<file path="src/spi_frame_regs.vh">
// Purpose: constants for the serial frame port
// Assumes: 16-bit frames, address in low bits, data byte in high bits
// Notes: clock counts are in serial clock falls, not ref_clk cycles
//
// Notes on behaviour
// - master clocks in a 16-bit word
// - nothing shifts before chip select falls
// - decode captured word at select release
// - output released when select rises
// - sample input on falling serial clock
// - shift output after rising serial clock
// - no daisy chain, own select needed
// - clock count not 0/16 flags error
// - low seven bits are register address
// - bit seven picks access variant
// - upper byte carries data
`ifndef SPI_FRAME_REGS_VH
`define SPI_FRAME_REGS_VH
`define FRAME_BITS      16
`define CNT_BITS        5
`define ADDR_LSB        0
`define ADDR_MSB        6
`define ACCESS_BIT      7
`define DATA_LSB        8
`define DATA_MSB        15
`define FIFO_DEPTH      16
`define ERR_BIT         15
`define CNT_NONE        5'h00
`define CNT_FULL        5'h10
`define CNT_MAX         5'h1f
`define CNT_STEP        5'h01
`define FRAME_CLEAR     16'h0000
`endif

</file>
<file path="src/spi_frame_port.v">
// Purpose: serial slave frame port with a receive word fifo
// Assumes: serial clock far slower than ref_clk (4+ samples per phase)
// Notes: captured frames leave through a fifo; reply words enter by port
`timescale 1ns/100ps
`include "spi_frame_regs.vh"

module word_fifo #(
  parameter WIDTH = 16,
  parameter DEPTH = 16,
  parameter AW    = 4
) (
  input  wire             ref_clk,   // clock
  input  wire             reset,     // async reset, high
  input  wire [WIDTH-1:0] in_data,   // write word
  input  wire             in_valid,  // write request
  output wire             in_ready,  // room left
  output reg  [WIDTH-1:0] out_data,  // head word
  output reg              out_valid, // head present
  input  wire             out_ready  // consumer takes head
);
  reg [WIDTH-1:0] mem [0:DEPTH-1];
  reg [AW-1:0]    wr_ptr;
  reg [AW-1:0]    rd_ptr;
  reg [AW:0]      count;
  wire [AW:0]     held;
  wire            push;
  wire            pop;

  // ----------------------------------------------------------------
  // occupancy
  // ----------------------------------------------------------------
  // the head register counts as a slot, so DEPTH words fill it exactly
  assign held     = count + {{AW{1'b0}}, out_valid};
  assign push     = in_valid && in_ready;
  assign pop      = (!out_valid || out_ready) && (count != {(AW+1){1'b0}});
  assign in_ready = (held != DEPTH[AW:0]);

  // ----------------------------------------------------------------
  // storage
  // ----------------------------------------------------------------

  always @(posedge ref_clk) begin
    if (push)
      mem[wr_ptr] <= in_data;
  end

  // ----------------------------------------------------------------
  // pointers and head register
  // ----------------------------------------------------------------
  // head register refills whenever empty or taken
  always @(posedge ref_clk or posedge reset) begin
    if (reset) begin
      wr_ptr    <= {AW{1'b0}};
      rd_ptr    <= {AW{1'b0}};
      count     <= {(AW+1){1'b0}};
      out_data  <= {WIDTH{1'b0}};
      out_valid <= 1'b0;
    end else begin
      if (push)
        wr_ptr <= wr_ptr + 1'b1;
      if (pop) begin
        rd_ptr   <= rd_ptr + 1'b1;
        out_data <= mem[rd_ptr];
      end
      if (pop)
        out_valid <= 1'b1;
      else if (out_ready)
        out_valid <= 1'b0;
      count <= count + {{AW{1'b0}}, push} - {{AW{1'b0}}, pop};
    end
  end
endmodule // word_fifo

// ----------------------------------------------------------------
// pin synchroniser
// ----------------------------------------------------------------
// three flops per pin; only the second and its delayed copy feed logic
module pin_sync #(
  parameter IDLE = 1'b0
) (
  input  wire ref_clk, // clock
  input  wire reset,   // async reset, high
  input  wire pin,     // raw pin level
  output wire level,   // synchronised level
  output wire rise,    // level went high
  output wire fall     // level went low
);
  reg meta;
  reg stable;
  reg last;

  // reset to the idle level so no false edge follows reset
  always @(posedge ref_clk or posedge reset) begin
    if (reset) begin
      meta   <= IDLE;
      stable <= IDLE;
      last   <= IDLE;
    end else begin
      meta   <= pin;
      stable <= meta;
      last   <= stable;
    end
  end

  assign level = stable;
  assign rise  = stable && !last;
  assign fall  = !stable && last;
endmodule // pin_sync

// ----------------------------------------------------------------
// frame port
// ----------------------------------------------------------------
// limitation: reply_word is sampled once, when selection is seen
module spi_frame_port #(
  parameter DEPTH = `FIFO_DEPTH
) (
  input  wire        ref_clk,          // 10 MHz system clock
  input  wire        reset,            // async reset, high
  input  wire        serial_clk,       // serial clock pin
  input  wire        serial_data_in,   // serial data pin
  input  wire        chip_select_n,    // select pin, low active
  output reg         serial_data_out,  // data out level
  output reg         serial_data_oe_n, // out enable, low drives
  input  wire [15:0] reply_word,       // next reply from core
  output wire        reply_taken,      // reply loaded, pulse
  output wire [6:0]  frame_addr,       // head frame address
  output wire        frame_access,     // head frame access bit
  output wire [7:0]  frame_data,       // head frame data byte
  output wire        frame_valid,      // head frame present
  input  wire        frame_ready,      // core takes frame
  output reg         frame_error,      // last frame bad clock count
  output reg         frame_dropped     // frame lost, fifo full
);
  // ----------------------------------------------------------------
  // pin synchronisers
  // ----------------------------------------------------------------
  wire csn_level;
  wire selected;
  wire sel_fall;
  wire sel_rise;
  wire sclk_rise;
  wire sclk_fall;
  wire sdi_level;

  // select idles high; clock and data idle low
  pin_sync #(
    .IDLE (1'b1)
  ) csn_sync (
    .ref_clk (ref_clk),
    .reset   (reset),
    .pin     (chip_select_n),
    .level   (csn_level),
    .rise    (sel_rise),
    .fall    (sel_fall)
  );

  pin_sync #(
    .IDLE (1'b0)
  ) sclk_sync (
    .ref_clk (ref_clk),
    .reset   (reset),
    .pin     (serial_clk),
    .level   (),
    .rise    (sclk_rise),
    .fall    (sclk_fall)
  );

  // data needs no edges, only its level at a clock fall
  pin_sync #(
    .IDLE (1'b0)
  ) sdi_sync (
    .ref_clk (ref_clk),
    .reset   (reset),
    .pin     (serial_data_in),
    .level   (sdi_level),
    .rise    (),
    .fall    ()
  );

  assign selected = !csn_level;

  // ----------------------------------------------------------------
  // frame capture
  // ----------------------------------------------------------------
  reg [`FRAME_BITS-1:0] in_shift;
  reg [`FRAME_BITS-1:0] out_shift;
  reg [`CNT_BITS-1:0]   bit_count;
  reg                   err_pending;
  wire                  fifo_in_ready;
  wire [15:0]           head_word;
  wire                  count_ok;
  wire                  good_frame;

  // a frame with no clocks is legal: it only fetches the reply
  assign count_ok    = (bit_count == `CNT_NONE) || (bit_count == `CNT_FULL);
  // decode at release; drops bad counts
  assign good_frame  = sel_rise && (bit_count == `CNT_FULL);
  assign reply_taken = sel_fall;

  // ----------------------------------------------------------------
  // clock counter
  // ----------------------------------------------------------------
  // saturates so a long burst never wraps back to a legal count
  always @(posedge ref_clk or posedge reset) begin
    if (reset) begin
      bit_count <= `CNT_NONE;
    end else begin
      if (sel_fall) begin
        bit_count <= `CNT_NONE;
      end else if (selected && sclk_fall && bit_count != `CNT_MAX) begin
        bit_count <= bit_count + `CNT_STEP;
      end
    end
  end

  // ----------------------------------------------------------------
  // input shift register
  // ----------------------------------------------------------------
  // sample on falling clock
  always @(posedge ref_clk or posedge reset) begin
    if (reset) begin
      in_shift <= `FRAME_CLEAR;
    end else begin
      if (selected && !sel_fall && sclk_fall)
        in_shift <= {in_shift[14:0], sdi_level};
    end
  end

  // ----------------------------------------------------------------
  // output shift register
  // ----------------------------------------------------------------
  // first bit is set up at selection, so the first rising clock keeps it
  always @(posedge ref_clk or posedge reset) begin
    if (reset) begin
      out_shift        <= `FRAME_CLEAR;
      serial_data_out  <= 1'b0;
      serial_data_oe_n <= 1'b1;
    end else begin
      if (sel_fall) begin
        serial_data_oe_n <= 1'b0;
        out_shift        <= {reply_word[14:0], 1'b0};
        serial_data_out  <= reply_word[`ERR_BIT] | err_pending;
      end else if (selected && sclk_rise && bit_count != `CNT_NONE) begin
        serial_data_out <= out_shift[15];
        out_shift       <= {out_shift[14:0], 1'b0};
      end
      if (sel_rise)
        serial_data_oe_n <= 1'b1;
    end
  end

  // ----------------------------------------------------------------
  // frame status flags
  // ----------------------------------------------------------------
  // flags move only at release, so they describe the last frame
  always @(posedge ref_clk or posedge reset) begin
    if (reset) begin
      err_pending   <= 1'b0;
      frame_error   <= 1'b0;
      frame_dropped <= 1'b0;
    end else begin
      // remember bad count for next reply
      if (sel_rise) begin
        err_pending   <= !count_ok;
        frame_error   <= !count_ok;
        frame_dropped <= good_frame && !fifo_in_ready;
      end
    end
  end

  // ----------------------------------------------------------------
  // received frame buffer
  // ----------------------------------------------------------------
  // pointers wrap freely, so DEPTH must be a power of two
  word_fifo #(
    .WIDTH (`FRAME_BITS),
    .DEPTH (DEPTH),
    .AW    ($clog2(DEPTH))
  ) rx_fifo (
    .ref_clk   (ref_clk),
    .reset     (reset),
    .in_data   (in_shift),
    .in_valid  (good_frame),
    .in_ready  (fifo_in_ready),
    .out_data  (head_word),
    .out_valid (frame_valid),
    .out_ready (frame_ready)
  );

  // ----------------------------------------------------------------
  // head word fields
  // ----------------------------------------------------------------
  // low seven bits address
  assign frame_addr   = head_word[`ADDR_MSB:`ADDR_LSB];
  assign frame_access = head_word[`ACCESS_BIT];
  assign frame_data   = head_word[`DATA_MSB:`DATA_LSB];
endmodule // spi_frame_port

</file>
<file path="config.mk">
export PLATFORM = sky130hd
export DESIGN_NAME = spi_frame_port
export DESIGN_NICKNAME = d
export VERILOG_FILES = /design/src/spi_frame_port.v
export VERILOG_INCLUDE_DIRS = /design/src /design/src/src
export SDC_FILE = /design/constraint.sdc
export NUM_CORES = 1
export LEC_CHECK = 0
export ABC_AREA = 0
export BUFFER_PORTS_ARGS = -buffer_cell sky130_fd_sc_hd__clkbuf_2
export CAP_MARGIN = 10
export CORE_ASPECT_RATIO = 1.25
export CORE_MARGIN = 3
export CORE_UTILIZATION = 40
export CTS_CLUSTER_SIZE = 24
export DETAILED_ROUTE_END_ITERATION = 8
export PLACE_DENSITY = 0.63
export SYNTH_ARGS = -nofsm -noshare
export SYNTH_HDL_FRONTEND = slang
export SYNTH_SLANG_ARGS = --single-unit
</file>
<file path="constraint.sdc">
create_clock -name ref_clk -period 7.7 [get_ports ref_clk]
set_clock_uncertainty 0.05 [all_clocks]
set_input_delay 0.385 -clock ref_clk [delete_from_list [all_inputs] [get_ports ref_clk]]
set_output_delay 0.385 -clock ref_clk [all_outputs]
set_load 0.005 [all_outputs]
</file>
-- Yosys cells after proc, flatten, opt, wreduce, memory -nomap -nowiden
Memories as Yosys holds them, arrays and structs flattened. A register that Yosys moved wholly into a read port is not among the register bits.
Index checks and enable logic that the tools add are counted.
- flip-flop bits (word level): 63
- RAM bits: 256
- input port bits: 22
- output and inout port bits: 22
- logic and storage cells: 73
- memories kept: 1
- memories (name ; depth ; bits a word ; rd ports ; clocked after Yosys merged registers in ; write ports ; line ; text):
    rx_fifo.mem ; 16 ; 16 ; 1 ; 1 ; 1 ; spi_frame_port.v:21 ; reg [WIDTH-1:0] mem [0:DEPTH-1];
- add/sub/neg operators: 6
- equal/unequal tests: 3
- mux-type cells: 12
- bitwise gates (word level): 1
- reduce and logical (&&, ||, !) cells: 31
- operator list (operator ; number):
    two-way mux 16 bit ; 2
    logical AND 1 bit ; 14
    adder 5 x 1 -> 5 bit ; 2
    two-way mux 5 bit ; 2
    inequality test 5 bit (second input constant) ; 2
    nonzero test 5 bit ; 2
    adder 4 x 1 -> 4 bit (second input constant) ; 2
    logical NOT 1 bit ; 8
    two-way mux 1 bit ; 8
    nonzero test 2 bit ; 4
    adder 5 x 1 -> 5 bit (second input constant) ; 1
    equality test 5 bit (second input constant) ; 1
    logical NOT 5 bit ; 1
    subtractor 5 x 1 -> 5 bit ; 1
    logical OR 1 bit ; 2
    OR 1 bit ; 1

-- Depth between registers and ports, before layout
Gate-level depths: netlist (run 1).
- depth in word-level cells: 6
- mapped depth: 15
- mapped depth without buffers: 14

-- Hierarchy
Synthesis (run 1) repeated with hierarchy kept, for this count alone.
- cells, all modules: 803
- area, all modules: 13543.0 um2
- by module, submodules not included (module ; instances ; cells each ; area each (um2) ; sequential area each (um2)):
    word_fifo ; 1 ; 635 ; 11444.7 ; 8438.1
    spi_frame_port ; 1 ; 150 ; 1813.0 ; 1002.2
    pin_sync at sclk_sync ... ; 2 ; 6 ; 93.8 ; 75.1
    pin_sync at csn_sync ; 1 ; 6 ; 97.6 ; 78.8

-- Worst setup path after synthesis (run 1)
No wires, ideal clock.
- kind: register to register
- start: reg rx_fifo.out_valid
- end: mem rx_fifo.mem[7][0] (enable)
- library setup time: 0.436 ns
- arrival time: 3.088 ns
- data required time: 7.214 ns
- slack: 4.126 ns
- stages on the path, launching flop included: 6
- path buffers: 0
- period minus slack after synthesis: 3.574 ns
- path through: dfrtp_1 -> ha_1 -> ha_1 -> a31oi_1 -> o21ai_4 -> nor4b_1
- word-level cells in the longest chain between the ends: 5
- ends and longest elaborated chain (what ; line ; text):
    start: declaration ; spi_frame_port.v:18 ; output reg out_valid,
    start signal: assignment ; spi_frame_port.v:57 ; out_valid <= 1'b0;
    start signal: assignment ; spi_frame_port.v:66 ; out_valid <= 1'b1;
    start signal: assignment ; spi_frame_port.v:68 ; out_valid <= 1'b0;
    adder 5 x 1 -> 5 bit ; spi_frame_port.v:33 ; assign held = count + {{AW{1'b0}}, out_valid};
    inequality test 5 bit ; spi_frame_port.v:36 ; assign in_ready = (held != DEPTH[AW:0]);
    logical AND 1 bit ; spi_frame_port.v:34 ; assign push = in_valid && in_ready;
    two-way mux 1 bit ; spi_frame_port.v:43 ; if (push)
    two-way mux 1 bit (not written as such) ; spi_frame_port.v:44 ; mem[wr_ptr] <= in_data;
    end: declaration ; spi_frame_port.v:21 ;
No other way between the ends.

-- Final worst setup path (run 1)
- start: reg rx_fifo.count[2]
- end: reg rx_fifo.count[4]
- elaborated cells on any way between the ends: 7
- those cells by class: add/sub (3); eq/ne (1); reduce/logical (3)
- RTL lines (what ; line ; text):
    start: declaration ; spi_frame_port.v:24 ; reg [AW:0] count;
    start signal: assignment ; spi_frame_port.v:55 ; count <= {(AW+1){1'b0}};
    start signal: assignment ; spi_frame_port.v:69 ; count <= count + {{AW{1'b0}}, push} - {{AW{1'b0}}, pop};
    nonzero test 5 bit ; spi_frame_port.v:35 ; assign pop = (!out_valid || out_ready) && (count != {(AW+1){1'b0}});
    logical AND 1 bit ; spi_frame_port.v:35 ;
    net rx_fifo.pop ; spi_frame_port.v:27 ; wire pop;
    subtractor 5 x 1 -> 5 bit ; spi_frame_port.v:69 ;
The timed path passes the listed nets, and every way through them passes these cells.
A chain may end at the register's enable or synchronous reset.

==> results by stage, run 1 <==
Status:
- The flow ran to the end, and the final reports show no timing, DRC or antenna violations.

Critical path:
- The class of the most critical setup path is flop to flop.
- The kind of start point of the critical path is a flop.
- The top fanout value on the critical path is 19.
- The endpoint identified for the worst register-to-register timing path is rx_fifo.count[4]$_DFF_PP0_.
- The depth of the worst register-to-register path is 14.
- The critical register-to-register path startpoint is rx_fifo.count[2]$_DFF_PP0_.
- The critical path startpoint is rx_fifo.count[2]$_DFF_PP0_.
- Across all register-to-register paths, the minimum setup slack is between 4 and 5 ns.
- The category of the worst setup path capture point is a flop.
- The data required time of the worst path is 8.07 ns.
- The data arrival time of the critical path is between 3 and 4 ns.

Synth:
- The share of the Yosys chip area taken by registers is 72.24%.
- The count of flip-flops with a built-in enable after synthesis is 256.
- The net count after synthesis is 827.
- After technology mapping, the gate count stands at 783.
- The most used flip-flop cell after synthesis is sky130_fd_sc_hd__edfxtp_1.
- The count of warnings emitted by yosys is 0.
- The netlist area before placement is 13,350 µm².
- Dividing the synthesized area by the synthesized cell count gives 17.05 µm².
- Of all flip-flops after synthesis, the portion carrying an async set or reset was between 20% and 30%.
- The distinct cell type count of the synthesized netlist is 47.
- The flip-flop and latch count after synthesis is 334.

Pwr:
- Power spread over the standard cell area amounts to 317.1 nW/µm².
- The maximum ir drop on the vdd rail is ~160 µV.
- The completed layout was analyzed and its total power is 4.852 mW.
- Summed over all cells, the static leakage comes to 5.748 nW.

STA:
- Setup repair after global routing left no endpoint under its margin.
- Counting I/O delays and the setup requirement, the final critical path takes 3.498 ns.
- Setup violations remaining at the end of the flow were counted as 0.
- The worst hold-check slack is 0.03969 ns.
- The final-report max-slew violation count is 0.
- The worst-case headroom to the max-slew limit is a little over a third.
- At the pin with the least slew margin, the transition time is 0.9729 ns.
- The setup TNS after final layout is 0 ns.
- Of the available clock period, the critical path in the final layout requires 45.43%.
- The fmax is 0.2859 GHz.
- The hold violation total from the final report was 0.

Die:
- The width of the die is 169.4 µm.
- For this design the top-level I/O count stands at 44.
- The count of standard-cell rows is 74.
- The die covers between 30,000 and 40,000 µm².
- The effective utilization at floorplan is slightly above 40%.
- The core region is 32,780 µm².
- The y dimension of the die is 210.3 µm.

Finish:
- The number of fill cells in the layout is 2,852.
- The final instance count without filler cells is roughly 1,300.
- The final layout contains 894 nets.
- The area growth from synthesis to layout is 14.62%.
- The post-layout utilization of the core is 46.69%.
- The repair_antennas step left the layout with diodes totalling 0.
- The ratio of cells with drive above 1 in the final layout is 21.58%.

GRT:
- The number of global-route vias before repair was 7,197.
- In the global route stage, overall resource usage came out at 15.87%.
- The wire length of the first global-routing pass is around 43,000 µm.
- For this run the aggregate overflow at the end of global routing stands at 0.
- The initial antenna violation count is 0.
- Entering global routing, the biggest net connects 60 pins.

Detailed routing:
- After detailed routing, the number of remaining DRC violations is 0.
- The first-iteration detailed-routing DRC count is 582.
- The post-detailed-routing wire length is 28,010 µm.
- Summing over every cut layer, the via total after detailed routing is 6,916.
- The length of the first detailed-routing pass in iterations is 4.
- The remaining antenna violation count after routing is 0.
- In the final routed layout, each cell accounts on average for 21.64 µm.
- After detailed routing, the number of vias per cell comes to between 5 and 6.

Worst hold path:
- The worst hold path belongs to the class primary input to flop.
- The endpoint of the worst hold-timing path is out_shift[1]$_DFFE_PP0P_.
- Along the worst hold path, the cell count comes to 3.
- In this run the most critical hold path is launched from reply_word[0].

Clock network:
- In this run the post-CTS setup repair buffer count came out at 0.
- The maximum count of clock buffers along a single path is 3.
- The clock buffer count from CTS is 34.
- The clock latency on the worst-skew pair is 0.51 ns.
- The sink count of the clock tree is around 330.
- After clock tree synthesis, the clock-pin slew on the worst setup and hold paths is 0.06 ns.
- The clock tree root driver cell is sky130_fd_sc_hd__clkbuf_16.
- The TritonCTS clock tree is done.
- The H-tree generated during clock tree synthesis spans 2 levels.

Placement:
- The number of port buffers is 43.
- Once placement completed, the tool counted placed cells totaling 1,228.
- Routability-driven placement finished with a final weighted congestion of 0.7428.
- The HPWL after detailed placement is 15,800 µm.

Flow run:
- The number of maximum-capacitance constraint violations is 0.
-- report_power, final --
group | switching, mW | leakage, nW | internal [mW] | total (mW)
registers | 0.197 | 3.32 | 2.07 | 2.27
clock network | 0.667 | 0.546 | 0.953 | 1.62
logic | 0.528 | 1.88 | 0.437 | 0.966
-- cell usage in the layout (no fill, tap or decap), drive strengths merged, types with 8 or more instances in the layout --
cell and n:
edfxtp 256, mux2i 113, clkbuf 92, dfrtp 74
a22oi 48, nand2 39, buf 24, inv 24
ha 21, mux2 18, o21ai 17, mux4 16
a32oi 16, nor2 14, o211ai 13, clkinv 10
xnor2 9, nand3 9, nor4 8
-- repair_timing --
action | 4_1_cts | 5_1_grt
resized for setup | 0 | 0
endpoints found under the hold margin | 22 | 0
hold buffers | 4 | 0
-- per-layer routing --
layer | global-route usage [%] | routed length [µm] | vias up
li1 | - | - | 3181
met1 | 20.35 | 11540 | 3523
met2 | 27.78 | 14530 | 170
met3 | 2.757 | 1296 | 42
met4 | 4.628 | 647 | 0
met5 | 0 | 0 | -
-- synth_stat cells, drive strengths merged (4+ instances only) --
master	instances	share of area, %
edfxtp	256	58
mux2i	113	8.5
dfrtp	74	14
a22oi	48	2.7
nand2	39	1.1
inv	24	0.67
buf	21	1.3
ha	21	2.0
clkbuf	19	0.53
mux2	18	1.5
o21ai	17	0.72
a32oi	16	1.0
mux4	16	2.7
nor2	14	0.39
o211ai	13	0.73
nand3	9	0.43
xnor2	9	0.59
nor4	8	0.37
a21oi	5	0.19
nand2b	5	0.23
nor3	5	0.19
xor2	5	0.33
dfstp	4	0.79
nor4b	4	0.36
-- flip-flops by register name, summed over array words and instances, names as in the netlist, 4 cells and up --
| signal | flops |
|---|---|
| rx_fifo.count | 5 |
| rx_fifo.mem | 256 |
| in_shift | 16 |
| bit_count | 5 |
| rx_fifo.rd_ptr | 4 |
| rx_fifo.out_data | 16 |
| rx_fifo.wr_ptr | 4 |
| out_shift | 15 |
-- area by class of cell --
| cell class | count | area, µm² | area share [%] |
|---|---|---|---|
| flip-flops and latches | 334 | 9648 | 63.05 |
| multi-input cells | 385 | 3488 | 22.80 |
| clock buffers | 49 | 968.4 | 6.329 |
| well taps | 418 | 523.0 | 3.418 |
| repair buffers | 71 | 435.4 | 2.845 |
| clock inverters | 13 | 147.6 | 0.9648 |
| inverters | 24 | 91.34 | 0.5969 |
-- critical path, stage by stage (launching register included) --
cell	delay (ns)
sky130_fd_sc_hd__dfrtp_1	0.44
sky130_fd_sc_hd__inv_1	0.11
sky130_fd_sc_hd__ha_1	0.15
sky130_fd_sc_hd__nor4b_2	0.47
sky130_fd_sc_hd__or2_2	0.57
sky130_fd_sc_hd__inv_1	0.18
sky130_fd_sc_hd__ha_1	0.32
sky130_fd_sc_hd__inv_1	0.06
sky130_fd_sc_hd__ha_1	0.15
sky130_fd_sc_hd__inv_1	0.06
sky130_fd_sc_hd__fa_1	0.43
sky130_fd_sc_hd__inv_1	0.07
sky130_fd_sc_hd__a21oi_1	0.06
sky130_fd_sc_hd__o21bai_1	0.15
sky130_fd_sc_hd__xnor2_1	0.14
-- worst max-delay path by stage --
stage | endpoint | slack [ns] | depth (start not counted)
floorplan | rx_fifo.mem[7][0]$_DFFE_PP_ | 4.13 | 5
global placement | rx_fifo.count[4]$_DFF_PP0_ | 4.33 | 14
detailed placement | rx_fifo.count[4]$_DFF_PP0_ | 4.21 | 14
CTS | rx_fifo.count[4]$_DFF_PP0_ | 4.18 | 14
global route | rx_fifo.count[4]$_DFF_PP0_ | 3.98 | 14
finish | rx_fifo.count[4]$_DFF_PP0_ | 4.20 | 14
-- logic make-up after synthesis --
group | Yosys count | synth area share [%]
AO/OA/AOI/OAI | 104 | 5.679
XOR/XNOR | 14 | 0.9185
adder cells (fa/ha/maj) | 22 | 2.118
buffers and inverters | 64 | 2.474
flip-flops | 334 | 72.24
multiplexers | 147 | 12.69
AND/OR/NAND/NOR | 98 | 3.880
-- per-stage QoR --
step / cell area, µm² / worst slack (ns)
floorplan: 13350 / 4.126
global placement: 14150 / 4.329
detailed placement: 14150 / 4.209
CTS: 15300 / 4.185
global route: 15300 / 3.979
finish: 15300 / 4.202
(Power assumes the default switching activity.)
==> run 2: changes to the inputs <==
==> constraint.sdc (replaced) <==
create_clock -name ref_clk -period 3.3 [get_ports ref_clk]
set_clock_uncertainty 0.05 [all_clocks]
set_input_delay 0.165 -clock ref_clk [delete_from_list [all_inputs] [get_ports ref_clk]]
set_output_delay 0.165 -clock ref_clk [all_outputs]
set_load 0.005 [all_outputs]
==> results by stage, run 2 (synthesized netlist as in run 1, its figures left out) <==
Die:
- The floorplan step set the die width to 169.4 µm.
- The y dimension of the die is 210.3 µm.
- The number of I/O pins is 44.
- The standard cell core area is 32,780 µm².
- The floorplan has 74 rows.
- The area of the die is 35,620 µm².
- Once the floorplan was initialized, standard cells occupied 40.73% of the core.

Finish:
- Compared with the post-synthesis result, the final layout area differs by 17.25%.
- The final design area excluding fillers is 15,650 µm².
- The most common library cell in the layout ignoring fill and taps is sky130_fd_sc_hd__edfxtp_1.
- The final layout net count is 931.
- The number of antenna diodes in the final layout is 0.
- The flip-flop count of the largest register, all copies and words added is 256.
- The largest registers in the layout are rx_fifo.mem x256, in_shift x16, rx_fifo.out_data x16.
- The filler cells instantiated in the layout total 2,790.
- The register with the most flip-flops in the final layout is rx_fifo.mem.
- In the final layout, the share of cells above drive strength 1 is 22.26%.
- Leaving out fill and tap cells, the most frequent cells in the layout are sky130_fd_sc_hd__edfxtp_1 (256), sky130_fd_sc_hd__mux2i_1 (113), sky130_fd_sc_hd__dfrtp_1 (73), sky130_fd_sc_hd__a22oi_1 (48), sky130_fd_sc_hd__clkbuf_2 (43).
- The count of cells in the finished layout, fillers not included, comes to 1,330.

Critical path:
- By startpoint and endpoint, the worst setup path is classified as flop to flop.
- The category of the worst setup path capture point is a flop.
- For the worst flop-to-flop path, the logic depth is 14.
- In this run the worst path has a maximum fanout of 6.
- The critical path startpoint is rx_fifo.count[2]$_DFF_PP0_.
- Following the worst setup path forward leads to its endpoint at rx_fifo.count[4]$_DFF_PP0_.
- The data required time of the worst path is approximately 3.7 ns.
- The kind of start point of the critical path is a flop.
- The endpoint identified for the worst register-to-register timing path is rx_fifo.count[4]$_DFF_PP0_.
- The setup slack of the worst register-to-register path is roughly 0.49 ns.
- The startpoint identified for the worst register-to-register timing path is rx_fifo.count[2]$_DFF_PP0_.
- At the worst endpoint, the arrival time is 3.18 ns.

STA:
- The final-report max-slew violation count is 0.
- The shortest clock period the worst path allows after layout is between 2 and 3 ns.
- The final critical path takes up a little under nine tenths of the cycle.
- Static timing analysis puts the maximum clock frequency at between 0.3 and 0.4 GHz.
- The hold violation total from the final report is 0.
- The worst hold-check slack is around 0.26 ns.
- The final worst slack is 0.4908 ns.
- Setup repair after global routing left no endpoint under its margin.
- Setup violations remaining at the end of the flow were counted as 0.
- The pin slew with the least headroom to its limit is 1.109 ns.
- The worst pin sits at a relative slew slack of between 20% and 30%.

Placement:
- The number of placed instances with taps included is 1,248.
- The HPWL after detailed placement is 16,960 µm.
- Timing analysis after detailed placement gives a worst setup slack of 0.4679 ns.
- The count of buffers added on input and output ports is 43.
- The last weighted congestion value of the routability-driven placer is 0.7463.
- The placed standard-cell area is 14,360 µm².

Clock network:
- TritonCTS built the clock tree.
- At the later pin of the worst-skew pair, clock insertion delay measures roughly 0.50 ns.
- The clock tree root driver cell is sky130_fd_sc_hd__clkbuf_16.
- The number of H-tree levels is 2.
- The clock buffer count from CTS is 34.
- The clock slew seen by the registers of the worst setup and hold paths is 0.06 ns.
- The maximum count of clock buffers along a single path is 3.
- The sink count of the clock tree is 334.

Detailed routing:
- The length of the first detailed-routing pass in iterations is 4.
- The vias after detailed routing is around 7,000.
- The remaining routing DRC violations is 0.
- Using the TritonRoute via totals, the vias-per-cell ratio works out to between 5 and 6.
- Wires add up to 27,950 µm.
- Dividing the detail-routed wire length by the instance count gives 21.01 µm.
- The remaining antenna violation count after routing is 0.
- For this block, the initial DRC count from the detailed router was about 450.

Pwr:
- The power per unit of standard cell area is roughly 730 nW/µm².
- The maximum ir drop on the vdd rail is 449.2 µV.
- The reported leakage power is 5.922 nW.

Status:
- The flow ran to the end, and the final reports show no timing, DRC or antenna violations.

GRT:
- The total grt overflow is 0.
- The initial antenna violation count is 0.
- The global router's overall resource usage is 15.90%.
- The wire length of the first global-routing pass is approximately 43,000 µm.
- The number of global-route vias before repair is 7,401.
- Entering global routing, the biggest net connects 48 pins.

Worst hold path:
- The type of the tightest min-delay check is primary input to flop.
- Counting instances, the worst hold path has a depth of 2.

Flow run:
- The number of maximum-capacitance constraint violations is 0.
==> run 2: changes by cell type in the layout (fill, tap and decap cells not counted), moves of 2 or more <==
cell / delta
sky130_fd_sc_hd__nor4_4: +2
sky130_fd_sc_hd__clkinv_1: +4
sky130_fd_sc_hd__clkinv_8: -2
sky130_fd_sc_hd__nor4_2: -2
sky130_fd_sc_hd__clkinv_2: -2
sky130_fd_sc_hd__buf_4: +16
sky130_fd_sc_hd__dlygate4sd3_1: +17
sky130_fd_sc_hd__buf_12: +4
==> run 2: timing repair <==
action	CTS	global route
hold buffers	21	0
resized for setup	0	0
setup buffers	0	0
endpoints found under the hold margin	64	0
==> run 2: power breakdown <==
part / internal [mW] / switching (mW)
logic: 1.13 / 1.37
registers: 4.83 / 0.374
clock network: 2.22 / 1.50
==> run 2: per-stage QoR <==
step / utilization [%] / setup TNS, ns / total power [mW]
2_1_floorplan: - / -19.20 / 6.949
3_3_place_gp: 43.80 / 0 / 7.766
3_5_place_dp: 43.80 / 0 / 7.803
4_1_cts: 47.76 / 0 / 11.55
5_1_grt: 47.76 / 0 / 11.95
6_report: 47.76 / 0 / 11.42
==> run 2: final cells by class <==
type | instances | area (µm²) | share of cell area, %
Multi-Input combinational cell | 385 | 3500 | 22.36
Inverter | 24 | 91.34 | 0.5835
Tap cell | 418 | 523.0 | 3.341
Clock buffer | 50 | 982.2 | 6.274
Sequential cell | 334 | 9648 | 61.63
Timing Repair Buffer | 108 | 805.8 | 5.147
Clock inverter | 11 | 103.9 | 0.6634
==> run 2: worst min path at each step <==
stage / from / end / slack, ns
final: chip_select_n / csn_sync.meta$_DFF_PP1_ / 0.26
after detailed placement: chip_select_n / csn_sync.meta$_DFF_PP1_ / 0.20
after global routing: chip_select_n / csn_sync.meta$_DFF_PP1_ / 0.25
after global placement: chip_select_n / csn_sync.meta$_DFF_PP1_ / 0.21
after floorplan: chip_select_n / csn_sync.meta$_DFF_PP1_ / 0.12
after CTS: chip_select_n / csn_sync.meta$_DFF_PP1_ / 0.22
==> run 2: worst max-delay path, cell delays in order (launching register included) <==
cell	delay, ns
sky130_fd_sc_hd__dfrtp_1	0.44
sky130_fd_sc_hd__inv_1	0.10
sky130_fd_sc_hd__ha_1	0.21
sky130_fd_sc_hd__nor4b_2	0.16
sky130_fd_sc_hd__or2_2	0.29
sky130_fd_sc_hd__inv_1	0.11
sky130_fd_sc_hd__ha_1	0.24
sky130_fd_sc_hd__inv_1	0.06
sky130_fd_sc_hd__ha_1	0.15
sky130_fd_sc_hd__inv_1	0.06
sky130_fd_sc_hd__fa_1	0.43
sky130_fd_sc_hd__inv_1	0.07
sky130_fd_sc_hd__a21oi_1	0.06
sky130_fd_sc_hd__o21bai_1	0.15
sky130_fd_sc_hd__xnor2_1	0.14
==> run 2: routing by layer <==
metal  up-vias  global-route usage [%]  share of wire [%]
met4         0                   5.615                3.2
met5         -                       0                  0
met3        58                   3.189                5.1
li1       3256                       -                  -
met1      3602                   19.80                 41
met2       189                   27.69                 51
